### src/verilog/capseq_cfg.svh
/*
 * Register offsets, field positions and reset values of the capture
 * sequencing and interrupt-enable block.
 * Assumes it is included by bare name; definitions only.
 */
`ifndef CAPSEQ_CFG_SVH
`define CAPSEQ_CFG_SVH

// ************************************************************
// Register byte offsets on the APB
// ************************************************************
`define OFF_CTL2 12'h000
`define OFF_IRQ_EN 12'h004
`define OFF_FLAGS 12'h008
`define OFF_CLEAR 12'h00c
`define OFF_FORCE 12'h010
`define OFF_COUNTER 12'h014
`define OFF_TS0 12'h020
`define TS_BLOCK_MASK 12'hff0

// ************************************************************
// Field positions
// ************************************************************
`define CTL2_SINGLE 0
`define CTL2_LIMIT_LO 1
`define CTL2_LIMIT_HI 2
`define CTL2_ARM 3
`define CTL2_RUN 4
`define CTL2_PWM 9
`define FLG_INT 0
`define FLG_OVF 5
`define FLG_PRD 6
`define FLG_CMP 7
`define IRQ_EN_MASK 8'hfe

// ************************************************************
// Reset values
// ************************************************************
`define RST_LIMIT 2'h3
`define RST_SINGLE 1'h0
`define RST_IRQ_EN 8'h00

`endif

### src/verilog/capseq_pkg.sv
/*
 * Types shared by the capture sequencing block: sequencer state and the
 * packed state records of each module.
 * Assumes nothing beyond a SystemVerilog compiler.
 */
package capseq_pkg;

   // Sequencer run state
   typedef enum logic [0:0] {
      SEQ_RUN = 1'b0,
      SEQ_STOP = 1'b1
   } seq_state_t;

   typedef struct packed {
      seq_state_t st;
      logic [1:0] idx;
      logic load_en;
   } seq_regs_t;

   typedef struct packed {
      logic [7:0] flags;
   } flag_regs_t;

   typedef struct packed {
      logic sync1;
      logic sync2;
      logic pin_prev;
      logic single;
      logic [1:0] limit;
      logic run;
      logic pwm;
      logic [7:0] irq_en;
      logic [31:0] counter;
      logic [3:0][31:0] ts;
      logic [31:0] prdata;
      logic ready;
      logic err;
   } top_regs_t;

endpackage : capseq_pkg

### src/verilog/ctl_if.sv
/*
 * Interface joining the register/timestamp hub to the sequencer and the
 * flag unit.
 * Assumes all three sit on the same clock.
 */
`timescale 1ns/1ps
`default_nettype none

interface ctl_if;
   logic cap_event;
   logic arm;
   logic single_mode;
   logic pwm_mode;
   logic [1:0] limit;
   logic [1:0] idx;
   logic stopped;
   logic load_en;
   logic load_strobe;
   logic [3:0] cevt;
   logic [2:0] ev_hi;
   logic [7:0] irq_en;
   logic [7:0] clr;
   logic [7:0] frc;
   logic [7:0] flags;
   logic irq;

   modport seq (input cap_event, arm, single_mode, pwm_mode, limit,
                output idx, stopped, load_en, load_strobe, cevt);
   modport flg (input cevt, ev_hi, irq_en, clr, frc, output flags, irq);
endinterface : ctl_if

`default_nettype wire

### src/verilog/capture_sequencer.sv
/*
 * Event index counter with one-shot stop and continuous wrap.
 * Assumes cap_event is a one-cycle pulse on clk.
 */
`timescale 1ns/1ps
`default_nettype none

module capture_sequencer (
   input wire logic clk,
   input wire logic resetn,
   input wire logic ce,
   ctl_if.seq s
);
   capseq_pkg::seq_regs_t r_ff;
   capseq_pkg::seq_regs_t nxt_r;
   logic acc;
   logic single_eff;

   function automatic logic [3:0] onehot(input logic [1:0] i);
      onehot = 4'h1 << i;
   endfunction : onehot

   // Single-sequence only means something in capture mode
   assign single_eff = s.single_mode & ~s.pwm_mode;
   // No capture events in PWM mode, none once stopped
   assign acc = s.cap_event & ~s.pwm_mode & (r_ff.st == capseq_pkg::SEQ_RUN);
   assign s.cevt = acc ? onehot(r_ff.idx) : 4'h0;
   assign s.load_strobe = acc & r_ff.load_en & ~s.pwm_mode;
   assign s.idx = r_ff.idx;
   assign s.stopped = (r_ff.st == capseq_pkg::SEQ_STOP);
   assign s.load_en = r_ff.load_en;

   // Next state of the index counter
   always_comb begin
      nxt_r = r_ff;
      case (r_ff.st)
         capseq_pkg::SEQ_RUN: begin
            if (acc && single_eff && r_ff.idx == s.limit) begin
               nxt_r.st = capseq_pkg::SEQ_STOP;
               nxt_r.load_en = 1'b0;
            end else if (acc) begin
               nxt_r.idx = (r_ff.idx == s.limit) ? 2'h0 : r_ff.idx + 2'h1;
            end
         end
         capseq_pkg::SEQ_STOP: begin
            nxt_r.st = capseq_pkg::SEQ_STOP;
         end
         default: nxt_r.st = capseq_pkg::SEQ_STOP;
      endcase
      // Arm wins over an event in the same cycle, in either mode
      if (s.arm) begin
         nxt_r.idx = 2'h0;
         nxt_r.st = capseq_pkg::SEQ_RUN;
         nxt_r.load_en = 1'b1;
      end
   end

   // State register, frozen while ce is low
   always_ff @(posedge clk) begin
      if (!resetn) begin
         r_ff <= '{st: capseq_pkg::SEQ_RUN, idx: 2'h0, load_en: 1'b1};
      end else if (ce) begin
         r_ff <= nxt_r;
      end
   end

   a_arm_restarts: assert property (@(posedge clk) disable iff (!resetn)
      ce && s.arm |=> s.idx == 2'h0 && !s.stopped && s.load_en)
      else $error("arm did not restart the sequence");
   a_single_stop: assert property (@(posedge clk) disable iff (!resetn)
      ce && acc && single_eff && s.idx == s.limit && !s.arm |=> s.stopped && !s.load_en)
      else $error("single sequence did not stop at limit");
   a_cont_wrap: assert property (@(posedge clk) disable iff (!resetn)
      ce && acc && !single_eff && s.idx == s.limit && !s.arm |=> s.idx == 2'h0 && !s.stopped)
      else $error("continuous sequence did not wrap");
   a_stopped_quiet: assert property (@(posedge clk) disable iff (!resetn)
      s.stopped |-> s.cevt == 4'h0 && !s.load_strobe)
      else $error("event passed while stopped");
   a_pwm_no_load: assert property (@(posedge clk) disable iff (!resetn)
      s.pwm_mode |-> !s.load_strobe)
      else $error("timestamp load in PWM mode");
endmodule : capture_sequencer

`default_nettype wire

### src/verilog/flag_unit.sv
/*
 * Event flags, global interrupt flag and interrupt gating.
 * Assumes clear and force are one-cycle pulse vectors on clk.
 */
`timescale 1ns/1ps
`default_nettype none
`include "capseq_cfg.svh"

module flag_unit (
   input wire logic clk,
   input wire logic resetn,
   input wire logic ce,
   ctl_if.flg f
);
   capseq_pkg::flag_regs_t r_ff;
   capseq_pkg::flag_regs_t nxt_r;
   logic [7:1] set_v;
   logic pend;

   assign f.flags = r_ff.flags;
   assign f.irq = r_ff.flags[`FLG_INT];

   // Flags latch regardless of enables; a set beats a same-cycle clear
   always_comb begin
      nxt_r = r_ff;
      set_v = {f.ev_hi, f.cevt} | f.frc[7:1];
      pend = |(r_ff.flags[7:1] & f.irq_en[7:1]);
      nxt_r.flags[7:1] = (r_ff.flags[7:1] & ~f.clr[7:1]) | set_v;
      // Clearing the global flag re-raises it next cycle if work remains
      nxt_r.flags[`FLG_INT] = (r_ff.flags[`FLG_INT] & ~f.clr[`FLG_INT])
         | (pend & ~r_ff.flags[`FLG_INT]) | f.frc[`FLG_INT];
   end

   always_ff @(posedge clk) begin
      if (!resetn) begin
         r_ff <= '{flags: 8'h00};
      end else if (ce) begin
         r_ff <= nxt_r;
      end
   end

   a_event_sets: assert property (@(posedge clk) disable iff (!resetn)
      ce && f.cevt[0] |=> f.flags[1])
      else $error("capture event 1 did not set its flag");
   a_clear_flag: assert property (@(posedge clk) disable iff (!resetn)
      ce && f.clr[`FLG_CMP] && !f.ev_hi[2] && !f.frc[`FLG_CMP] |=> !f.flags[`FLG_CMP])
      else $error("clear did not drop compare flag");
   a_irq_gated: assert property (@(posedge clk) disable iff (!resetn)
      !f.irq && (f.flags[7:1] & f.irq_en[7:1]) == 7'h00 && !f.frc[0] |=> !f.irq)
      else $error("interrupt from a disabled source");
   a_irq_raise: assert property (@(posedge clk) disable iff (!resetn)
      ce && !f.irq && (f.flags[7:1] & f.irq_en[7:1]) != 7'h00 |=> f.irq)
      else $error("enabled flag did not raise interrupt");
   a_int_clear: assert property (@(posedge clk) disable iff (!resetn)
      ce && f.irq && f.clr[0] && !f.frc[0] |=> !f.irq)
      else $error("global flag clear ignored");
endmodule : flag_unit

`default_nettype wire

### src/verilog/capture_sequence_irq_ctl.sv
/*
 * Top of the capture sequencing and interrupt-enable block: APB register
 * slave, pin synchroniser, timestamp counter and the four timestamp
 * registers; sequencing and flags live in two sub-modules.
 * APB transfers answer in their first access cycle unless ce is low;
 * read data are taken in the setup cycle, so a flag that sets during
 * the access shows only on the next read.
 * The capture pin passes two flip-flops before the edge detector, so
 * an edge reaches the edge detector two clocks late and a pulse under
 * one clock long may be missed.
 * The counter counts only while its run bit is set; with ce low the
 * whole block, synchroniser included, holds still.
 * Assumes a single 40 MHz clock, synchronous active-low reset, and that
 * compare/period match pulses come from logic on the same clock.
 */
`timescale 1ns/1ps
`default_nettype none
`include "capseq_cfg.svh"

module capture_sequence_irq_ctl (
   input wire logic clk,
   input wire logic resetn,
   input wire logic ce,
   input wire logic psel,
   input wire logic penable,
   input wire logic pwrite,
   input wire logic [11:0] paddr,
   input wire logic [31:0] pwdata,
   output logic [31:0] prdata,
   output logic pready,
   output logic pslverr,
   input wire logic capture_pin,
   input wire logic compare_match,
   input wire logic period_match,
   output logic irq,
   output logic [1:0] event_index,
   output logic capture_load_en,
   output logic sequence_stopped
);
   // ************************************************************
   // Declarations
   // ************************************************************
   localparam capseq_pkg::top_regs_t TOP_RST = '{
      limit: `RST_LIMIT,
      single: `RST_SINGLE,
      irq_en: `RST_IRQ_EN,
      default: '0
   };

   capseq_pkg::top_regs_t r_ff;
   capseq_pkg::top_regs_t nxt_r;
   logic [31:0] rd;
   logic hit;
   logic cap_rise;
   logic ovf;
   logic arm;
   logic [7:0] clr;
   logic [7:0] frc;
   ctl_if u_if ();

   // Timestamp registers occupy four words from their base
   function automatic logic is_ts(input logic [11:0] a);
      is_ts = (a & `TS_BLOCK_MASK) == `OFF_TS0;
   endfunction : is_ts

   // ************************************************************
   // Sub-modules
   // ************************************************************
   capture_sequencer u_seq (
      .clk(clk),
      .resetn(resetn),
      .ce(ce),
      .s(u_if.seq)
   );

   flag_unit u_flg (
      .clk(clk),
      .resetn(resetn),
      .ce(ce),
      .f(u_if.flg)
   );

   // Hub side of the shared interface
   assign u_if.cap_event = cap_rise;
   assign u_if.arm = arm;
   assign u_if.single_mode = r_ff.single;
   assign u_if.pwm_mode = r_ff.pwm;
   assign u_if.limit = r_ff.limit;
   assign u_if.irq_en = r_ff.irq_en;
   assign u_if.clr = clr;
   assign u_if.frc = frc;
   // Compare and period flags only count in PWM mode; rollover in both
   assign u_if.ev_hi = {compare_match & r_ff.pwm, period_match & r_ff.pwm, ovf};

   // ************************************************************
   // Pin edge and timestamp counter
   // ************************************************************
   // Only the second synchroniser stage feeds the edge detector
   assign cap_rise = r_ff.sync2 & ~r_ff.pin_prev;
   // Rollover is flagged in the cycle the running counter holds all ones
   assign ovf = r_ff.run & (r_ff.counter == 32'hffffffff);

   // ************************************************************
   // APB answer
   // ************************************************************
   // Zero wait states; pready stalls only while ce is low
   assign pready = psel & penable & r_ff.ready & ce;
   assign pslverr = pready & r_ff.err;
   assign prdata = r_ff.prdata;

   // Block outputs
   assign irq = u_if.irq;
   assign event_index = u_if.idx;
   assign capture_load_en = u_if.load_en;
   assign sequence_stopped = u_if.stopped;

   // Register map, one aligned word each, unused upper bits read zero:
   //    0x000 capture control two: bit 0 single sequence, bits 2:1 limit,
   //          bit 3 arm (write-one pulse, reads zero), bit 4 counter run,
   //          bit 9 PWM mode
   //    0x004 interrupt enables in bits 7:1, bit 0 reserved
   //    0x008 event flags, read-only
   //    0x00c flag clear and 0x010 flag force, write-one pulses
   //    0x014 timestamp counter, read-only
   //    0x020 to 0x02c timestamp slots one to four, read-only
   // Any address outside these and 0x020 to 0x02f answers with pslverr and ignores the write;
   // decoding on the setup address keeps pready free of decode logic
   // Read image, decoded from the setup-phase address
   always_comb begin
      rd = 32'h0;
      hit = 1'b1;
      if (paddr == `OFF_CTL2) begin
         rd[`CTL2_SINGLE] = r_ff.single;
         rd[`CTL2_LIMIT_HI:`CTL2_LIMIT_LO] = r_ff.limit;
         rd[`CTL2_RUN] = r_ff.run;
         rd[`CTL2_PWM] = r_ff.pwm;
         rd[`CTL2_ARM] = 1'b0;
      end else if (paddr == `OFF_IRQ_EN) begin
         rd[7:0] = r_ff.irq_en;
      end else if (paddr == `OFF_FLAGS) begin
         rd[7:0] = u_if.flags;
      end else if (paddr == `OFF_CLEAR || paddr == `OFF_FORCE) begin
         rd = 32'h0;
      end else if (paddr == `OFF_COUNTER) begin
         rd = r_ff.counter;
      end else if (is_ts(paddr)) begin
         rd = r_ff.ts[paddr[3:2]];
      end else begin
         hit = 1'b0;
      end
   end

   // ************************************************************
   // Next state
   // ************************************************************
   // Writes land at the completing access edge; arm, clear and force
   // are one-cycle pulses so a written zero does nothing
   always_comb begin
      nxt_r = r_ff;
      arm = 1'b0;
      clr = 8'h00;
      frc = 8'h00;
      nxt_r.sync1 = capture_pin;
      nxt_r.sync2 = r_ff.sync1;
      nxt_r.pin_prev = r_ff.sync2;
      if (r_ff.run) begin
         nxt_r.counter = r_ff.counter + 32'h1;
      end
      // Load the timestamp of the event into the slot of its index
      if (u_if.load_strobe) begin
         nxt_r.ts[u_if.idx] = r_ff.counter;
      end
      if (psel && !penable) begin
         nxt_r.prdata = rd;
         nxt_r.err = ~hit;
         nxt_r.ready = 1'b1;
      end
      if (pready) begin
         nxt_r.ready = 1'b0;
         if (pwrite && !r_ff.err) begin
            if (paddr == `OFF_CTL2) begin
               nxt_r.single = pwdata[`CTL2_SINGLE];
               nxt_r.limit = pwdata[`CTL2_LIMIT_HI:`CTL2_LIMIT_LO];
               nxt_r.run = pwdata[`CTL2_RUN];
               nxt_r.pwm = pwdata[`CTL2_PWM];
               arm = pwdata[`CTL2_ARM];
            end else if (paddr == `OFF_IRQ_EN) begin
               nxt_r.irq_en = pwdata[7:0] & `IRQ_EN_MASK;
            end else if (paddr == `OFF_CLEAR) begin
               clr = pwdata[7:0];
            end else if (paddr == `OFF_FORCE) begin
               frc = pwdata[7:0];
            end
         end
      end
   end

   // ************************************************************
   // State register
   // ************************************************************
   // Everything freezes with ce low, synchroniser included
   always_ff @(posedge clk) begin
      if (!resetn) begin
         r_ff <= TOP_RST;
      end else if (ce) begin
         r_ff <= nxt_r;
      end
   end

   // ************************************************************
   // Checks
   // ************************************************************
   a_arm_reads_zero: assert property (@(posedge clk) disable iff (!resetn)
      pready && !pwrite && !r_ff.err |-> !r_ff.prdata[`CTL2_ARM] || paddr != `OFF_CTL2)
      else $error("arm bit read back as one");
   a_rollover_flag: assert property (@(posedge clk) disable iff (!resetn)
      ce && r_ff.run && r_ff.counter == 32'hffffffff |=> u_if.flags[`FLG_OVF])
      else $error("rollover did not set its flag");
   a_ts_load: assert property (@(posedge clk) disable iff (!resetn)
      ce && u_if.load_strobe |=> r_ff.ts[$past(u_if.idx)] == $past(r_ff.counter))
      else $error("timestamp not loaded into indexed slot");
   a_enable_reserved: assert property (@(posedge clk) disable iff (!resetn)
      ce && pready && pwrite && paddr == `OFF_IRQ_EN |=> r_ff.irq_en[0] == 1'b0
         && r_ff.irq_en[7:1] == $past(pwdata[7:1]))
      else $error("enable register write wrong");
   a_flag_reg_ro: assert property (@(posedge clk) disable iff (!resetn)
      ce && pready && pwrite && paddr == `OFF_FLAGS && u_if.flags == 8'h00
         && u_if.ev_hi == 3'h0 && u_if.cevt == 4'h0 && u_if.irq_en == 8'h00 |=> u_if.flags == 8'h00)
      else $error("flag register changed by a write");

   // ************************************************************
   // Register write effects and flag routing
   // ************************************************************
   // These watch the hub's own decode and its paths into the sub-modules
   a_arm_zero_write: assert property (@(posedge clk) disable iff (!resetn)
      ce && pready && pwrite && paddr == `OFF_CTL2 && !pwdata[`CTL2_ARM]
         && u_if.stopped |=> u_if.stopped)
      else $error("written zero on arm restarted the sequence");
   a_arm_continuous: assert property (@(posedge clk) disable iff (!resetn)
      ce && arm && !r_ff.single
         |=> u_if.idx == 2'h0 && !u_if.stopped && u_if.load_en)
      else $error("arm failed in continuous mode");
   a_limit_write: assert property (@(posedge clk) disable iff (!resetn)
      pready && pwrite && !r_ff.err && paddr == `OFF_CTL2
         |=> r_ff.limit == $past(pwdata[`CTL2_LIMIT_HI:`CTL2_LIMIT_LO]))
      else $error("limit field not written");
   a_mode_write: assert property (@(posedge clk) disable iff (!resetn)
      pready && pwrite && !r_ff.err && paddr == `OFF_CTL2
         |=> r_ff.single == $past(pwdata[`CTL2_SINGLE]))
      else $error("mode bit not written");
   a_no_capture_stopped: assert property (@(posedge clk) disable iff (!resetn)
      ce && u_if.stopped && u_if.frc[4:1] == 4'h0
         |=> (u_if.flags[4:1] & ~$past(u_if.flags[4:1])) == 4'h0)
      else $error("capture flag set while stopped");
   a_cmp_flag: assert property (@(posedge clk) disable iff (!resetn)
      ce && r_ff.pwm && compare_match
         |=> u_if.flags[`FLG_CMP])
      else $error("compare match not flagged");
   a_prd_flag: assert property (@(posedge clk) disable iff (!resetn)
      ce && r_ff.pwm && period_match
         |=> u_if.flags[`FLG_PRD])
      else $error("period match not flagged");
   a_ovf_gate: assert property (@(posedge clk) disable iff (!resetn)
      ce && !u_if.irq && u_if.flags[`FLG_OVF] && r_ff.irq_en[`FLG_OVF]
         |=> u_if.irq)
      else $error("enabled rollover did not interrupt");
   a_enable_image: assert property (@(posedge clk) disable iff (!resetn)
      ce && psel && !penable && paddr == `OFF_IRQ_EN
         |=> !r_ff.prdata[0] && r_ff.prdata[31:8] == 24'h0)
      else $error("reserved enable bits read nonzero");
   a_flag_image: assert property (@(posedge clk) disable iff (!resetn)
      ce && psel && !penable && paddr == `OFF_FLAGS
         |=> r_ff.prdata == {24'h0, $past(u_if.flags)})
      else $error("flag register read image wrong");
   a_counter_wrap: assert property (@(posedge clk) disable iff (!resetn)
      ce && r_ff.run && r_ff.counter == 32'hffffffff
         |=> r_ff.counter == 32'h0)
      else $error("counter did not wrap to zero");
   a_pwm_ts_hold: assert property (@(posedge clk) disable iff (!resetn)
      ce && r_ff.pwm
         |=> r_ff.ts == $past(r_ff.ts))
      else $error("timestamp changed in PWM mode");
endmodule : capture_sequence_irq_ctl

`default_nettype wire

### config.mk
export PLATFORM = sky130hd
export DESIGN_NAME = capture_sequence_irq_ctl
export DESIGN_NICKNAME = d
export VERILOG_FILES = /design/src/verilog/capseq_pkg.sv /design/src/verilog/ctl_if.sv /design/src/verilog/capture_sequencer.sv /design/src/verilog/flag_unit.sv /design/src/verilog/capture_sequence_irq_ctl.sv
export VERILOG_INCLUDE_DIRS = /design/src /design/src/verilog
export SDC_FILE = /design/constraint.sdc
export NUM_CORES = 1
export LEC_CHECK = 0
export ABC_AREA = 0
export BUFFER_PORTS_ARGS = -buffer_cell sky130_fd_sc_hd__clkbuf_2
export CORE_MARGIN = 5
export CORE_UTILIZATION = 40
export CTS_CLUSTER_SIZE = 16
export DETAILED_ROUTE_END_ITERATION = 7
export HOLD_SLACK_MARGIN = 0.06
export PLACE_DENSITY = 0.61
export SLEW_MARGIN = 20
export SYNTH_ARGS = -nofsm -noshare
export SYNTH_HDL_FRONTEND = slang
export SYNTH_SLANG_ARGS = --single-unit
### constraint.sdc
create_clock -name clk -period 3.1 [get_ports clk]
set_input_delay 0.62 -clock clk [delete_from_list [all_inputs] [get_ports clk]]
set_output_delay 0.62 -clock clk [all_outputs]
set_load 0.005 [all_outputs]
### Word level (Yosys, flattened, before mapping)

Index checks and enable logic that the tools add are counted.

* reduce and logical (&&, ||, !) cells: 21
* shift-type cells: 1
* add/subtract/negate cells: 2
* $lt $le $gt $ge: 3
* bitwise operators: 29
* eq/ne operators: 10
* muxes and demuxes: 47

Operator list (number)
* 32-bit 2-to-1 mux: 5
* 128-bit bitwise mux: 1
* 8-bit 2-to-1 mux: 13
* 32-bit binary-select mux with 2-bit select: 1
* 32-bit demux with 2-bit select: 1
* 24-bit 2-to-1 mux: 2
* 32-bit by 1-bit adder with 32-bit output, second input constant: 1
* 32-bit == test, second input constant: 1
* 12-bit by 4-bit == test with 1-bit output, second input constant: 2
* 12-bit by 5-bit == test with 1-bit output, second input constant: 2
* 22-bit 2-to-1 mux: 1
* 1-bit bitwise AND: 15
* 7-bit bitwise AND: 2
* 7-bit bitwise OR: 2
* 1-bit 2-to-1 mux: 13
* 12-bit by 3-bit == test with 1-bit output, second input constant: 1
* 12-bit logical NOT: 1
* 4-bit 2-to-1 mux: 3
* 8-bit by 2-bit == test with 1-bit output, second input constant: 1
* 2-bit 2-to-1 mux: 4
* 2-bit AND reduction: 4
* 4-bit AND reduction: 2
* 1-bit NOT: 7
* 7-bit NOT: 1
* other kinds (17): 27

* bits of input ports: 53
* register bits after elaboration: 221
* word-level logic and storage cells: 133
* output and inout port bits: 39

### Logic depth before layout (Yosys ltp)

* depth after elaboration: 10
* gate-level depth with buffers: 7
* gate-level depth less buffers: 6

### Hierarchy

From an unflattened synthesis, not the netlist that was laid out.

* cell total of the unflattened synthesis: 1218
* area, all modules: 10456.3 µm²

Modules (own cells, without submodules)
* capture_sequence_irq_ctl: times used 1, cells each 1141, area an instance 9783.1 µm²
* flag_unit: times used 1, cells each 45, area an instance 375.4 µm²
* capture_sequencer: times used 1, cells each 32, area an instance 297.8 µm²

### Worst setup path before layout

OpenSTA, ideal clock, no wires.

* kind: input port to flip-flop
* start: in paddr[2]
* end: reg r_ff, in the netlist prdata[19]
* data required time: 2.983 ns
* stages: 6
* path slack: 0.757 ns
* arrival: 2.226 ns
* library setup time: 0.117 ns
* buffers on the path: 3
* path through: buf_2 -> buf_2 -> buf_2 -> mux4_2 -> a22o_1 -> a22o_1

* cells in the longest elaborated chain, start to end: 8

Ends and longest elaborated chain
* from (decl): line capture_sequence_irq_ctl.sv:27 `input wire logic [11:0] paddr,`
* 32-bit binary-select mux with 2-bit select: line capture_sequence_irq_ctl.sv:147 `rd = r_ff.ts[paddr[3:2]];`
* 32-bit 2-to-1 mux (implied by the code): line capture_sequence_irq_ctl.sv:147
* 32-bit 2-to-1 mux: line capture_sequence_irq_ctl.sv:146 `end else if (is_ts(paddr)) begin`
* 32-bit 2-to-1 mux: line capture_sequence_irq_ctl.sv:144 `` end else if (paddr == `OFF_COUNTER) begin ``
* 32-bit 2-to-1 mux: line capture_sequence_irq_ctl.sv:142 `` end else if (paddr == `OFF_CLEAR || paddr == `OFF_FORCE) begin ``
* 24-bit 2-to-1 mux: line capture_sequence_irq_ctl.sv:140 `` end else if (paddr == `OFF_FLAGS) begin ``
* 24-bit 2-to-1 mux: line capture_sequence_irq_ctl.sv:138 `` end else if (paddr == `OFF_IRQ_EN) begin ``
* 22-bit 2-to-1 mux *: line capture_sequence_irq_ctl.sv:132 `` if (paddr == `OFF_CTL2) begin ``
* to (signal assigned): line capture_sequence_irq_ctl.sv:206 `r_ff <= nxt_r;`
* to (decl): line capture_sequence_irq_ctl.sv:50 `capseq_pkg::top_regs_t r_ff;`

Mark *: on every way between the ends. The rest lies on a longest branch, timed or not. The select of a mux whose other input is x is not followed.
A chain may end at the register's enable or synchronous reset.

### Final worst setup path

* start: reg r_ff[165] (netlist bit)
* end: reg r_ff[183] (netlist bit)

* cells in the longest elaborated chain, start to end: 1

Ends and longest elaborated chain
* 32-bit by 1-bit adder with 32-bit output: line capture_sequence_irq_ctl.sv:167 `nxt_r.counter = r_ff.counter + 32'h1;`

Every way passes these cells.

==> impl_metrics.ini <==
[placed_design]
port_buffers = 68
routabilityCongestion = 0.8386
place_ws_ns = 0.4692
dp_hpwl_um = 15220
place_inst = 1340

[global_route]
gr-total-overflow = 0
grt_pass1_vias = 7374
antenna_found_initial = 0
track_usage_pct = 17.02
grt_max_degree = 168
grt_pass1_wl_um = 40720

[logic_synthesis]
synthTopCellsByArea = dfxtp_1 (43%), mux2i_1 (14%), mux4_2 (7.0%)
ys_seq_elements = 221
ys.flop_type = dfxtp_1
synth_edf_count = 0
yosys.area.top_type = dfxtp_1
avgSynthCellArea_um2 = 9.803
syn_nets = 1113
syn_area_um2 = 10340
synthCells = 1055
synth_top_cell_area_share_pct = 42.78
synth.distinct_cells = 64
async_flop_share_pct = 0
seq_area_frac_synth_pct = 42.78
synth_warnings = 0

[clock_tree]
ctsHoldBuffers = 0
clockBufferDepth = 3
cts_sinks = 221
cts_resized = 0
cts_root_buf = clkbuf_16
numCtsBuffers = 25
cts_max_level = 1
path_clk_slew_ns = 0.06
post_cts_buffers = 0
cts_tree = built
clkLatencyLatePin_ns = 0.52

[detailed_routing]
post-route-drc-count = 0
drt-total-wl_um = 24830
drtIter0Drc = 511
routedWlPerCell_um = 17.92
vias = 7709
antenna_left = 0
first_pass_iters = 5
via_per_inst = 5.562

[setup_path]
cp.arrival_ns = 2.84
crit_chain = nand4_2 > or4_1 > or4_1 > a21oi_1
slowest_stage = or4_1
crit_path_start_kind = register
crit_path_max_fanout = 15
critPathMostFrequentCell = or4_1
crit_type = register to register
critPathCaptureType = register
cp_data_required_time_ns = 3.54
slowest_delay_ns = 0.84

[timing]
finalClockSkew_ns = 0.01213
drv_slew = 0
max_slew_margin_pct = 44.27
layout_setup_ws_ns = 0.7002
min_period_ns = 2.400
hold_violations = 0
grt_setup_unrepaired = no
whs_ns = 0.3430
fmax_ghz = 0.4167
setup_viol = 0
finalSetupTns_ns = 0
tightestPinTransition_ns = 0.8360
post-route-period-util_pct = 77.41

[outcome]
status = finished clean

[cells_and_area]
area_growth_pct = 11.83
layout_commonest_cell = dfxtp_1
finalNonFillerCells = 1386
layout-drive-gt1-share_pct = 17.05
fill_cells = 2376
fin_nets = 1095
final_cell_mix = dfxtp_1 (221), nor2_1 (147), mux2i_1 (143), clkbuf_2 (68)
num_antenna_cells = 0

[run]
drv_cap = 0

[floorplanning]
io_pins = 92
coreArea_um2 = 25330
rows = 58
fp.dieH_um = 170.8
dieArea_um2 = 29170
fp.dieW_um = 170.8
start_util_pct = 40.84

[power]
ir_drop_uv = 512.6
p_leak_nw = 5.096
p_per_area_nw_per_um2 = 536.5

[min_path]
hold_class = input pin to register
## cell usage after synthesis (all sizes together), types with 3 or more instances
library cell / number
nand4: 21
a22oi: 7
xor2: 9
o211ai: 11
nor3: 10
buf: 75
nand2b: 8
a21oi: 29
nand3: 26
nor4: 11
mux2i: 143
mux4: 32
a32oi: 5
or3: 7
and3: 5
dfxtp: 221
a31oi: 4
a41o: 3
o21ai: 15
ha: 5
o31ai: 14
o41ai: 4
clkbuf: 60
inv: 15
nand2: 49
and2: 9
xnor2: 3
nor2: 148
a22o: 49
or2: 3
or4: 16
or4b: 3
and4: 6
o311ai: 3
## stage by stage
| stage | power [mW] | area (um^2) | utilization [%] |
|---|---|---|---|
| floorplan | 3.061 | 10340 | - |
| CTS | 6.277 | 11570 | 45.67 |
| finish | 6.205 | 11570 | 45.67 |
| global route | 6.407 | 11570 | 45.67 |
| global placement | 3.143 | 10690 | 42.21 |
| detailed placement | 3.145 | 10690 | 42.21 |
## report_power, final
group / internal (mW) / switching (mW) / total, mW
Combinational: 0.0723 / 0.154 / 0.226
Clock: 1.93 / 1.19 / 3.12
Sequential: 2.85 / 0.00731 / 2.85
## state kept, by name, summed over array words and instances, names as in the netlist
register          count
r_ff                164
prdata               32
u_flg.f.flags         8
u_if.irq_en           7
nxt_r                 2
u_if.limit            2
u_seq.s.idx           2
u_if.pwm_mode         1
u_if.single_mode      1
u_seq.s.load_en       1
u_seq.s.stopped       1
## worst max-delay path, delay by kind of cell (launching register included)
family	cells	cell delay [ns]
simple gates	3	1.59
compound gates	1	0.15
flops	1	0.57
## cell families (layout without fill, tap and decap cells)
logic type / count (synthesis) / after routing / share of synthesized area, %
xor+xnor: 12 / 12 / 1.016
mux: 175 / 175 / 20.81
fa+ha+maj: 5 / 5 / 0.6049
compound gates: 160 / 160 / 11.64
simple gates: 332 / 332 / 16.09
flops: 221 / 221 / 42.78
buf+inv: 150 / 151 / 7.065
## routing by layer
| layer | wire length, um | GRT usage (%) | up-vias |
|---|---|---|---|
| met4 | 526 | 4.236 | 0 |
| met2 | 11450 | 27.39 | 138 |
| li1 | - | - | 3750 |
| met5 | 0 | 0 | - |
| met1 | 11870 | 24.31 | 3787 |
| met3 | 980 | 2.334 | 34 |
## path summary, 6_finish.rpt
| path | start | endpoint | slack (ns) | cells after the start |
|---|---|---|---|---|
| worst max register to register | r_ff[165]$_SDFFE_PN0P_ | r_ff[183]$_SDFFE_PN0P_ | 0.70 | 4 |
| worst min-delay path | pwdata[9] | u_if.pwm_mode$_SDFFE_PN0P_ | 0.34 | 3 |
| worst max-delay path | r_ff[165]$_SDFFE_PN0P_ | r_ff[183]$_SDFFE_PN0P_ | 0.70 | 4 |
| worst min register to register | prdata[28]$_SDFFE_PN0P_ | prdata[28]$_SDFFE_PN0P_ | 0.48 | 1 |
## layout make-up
class / instances / area, um^2 / share of cell area, %
Tap cell: 330 / 412.9 / 3.570
Clock buffer: 34 / 709.4 / 6.134
Sequential cell: 221 / 4424 / 38.25
Inverter: 15 / 58.81 / 0.5084
Clock inverter: 12 / 166.4 / 1.439
Multi-Input combinational cell: 684 / 5201 / 44.97
Timing Repair Buffer: 90 / 593.1 / 5.128
Note: power is estimated with default switching activity, not from simulation.
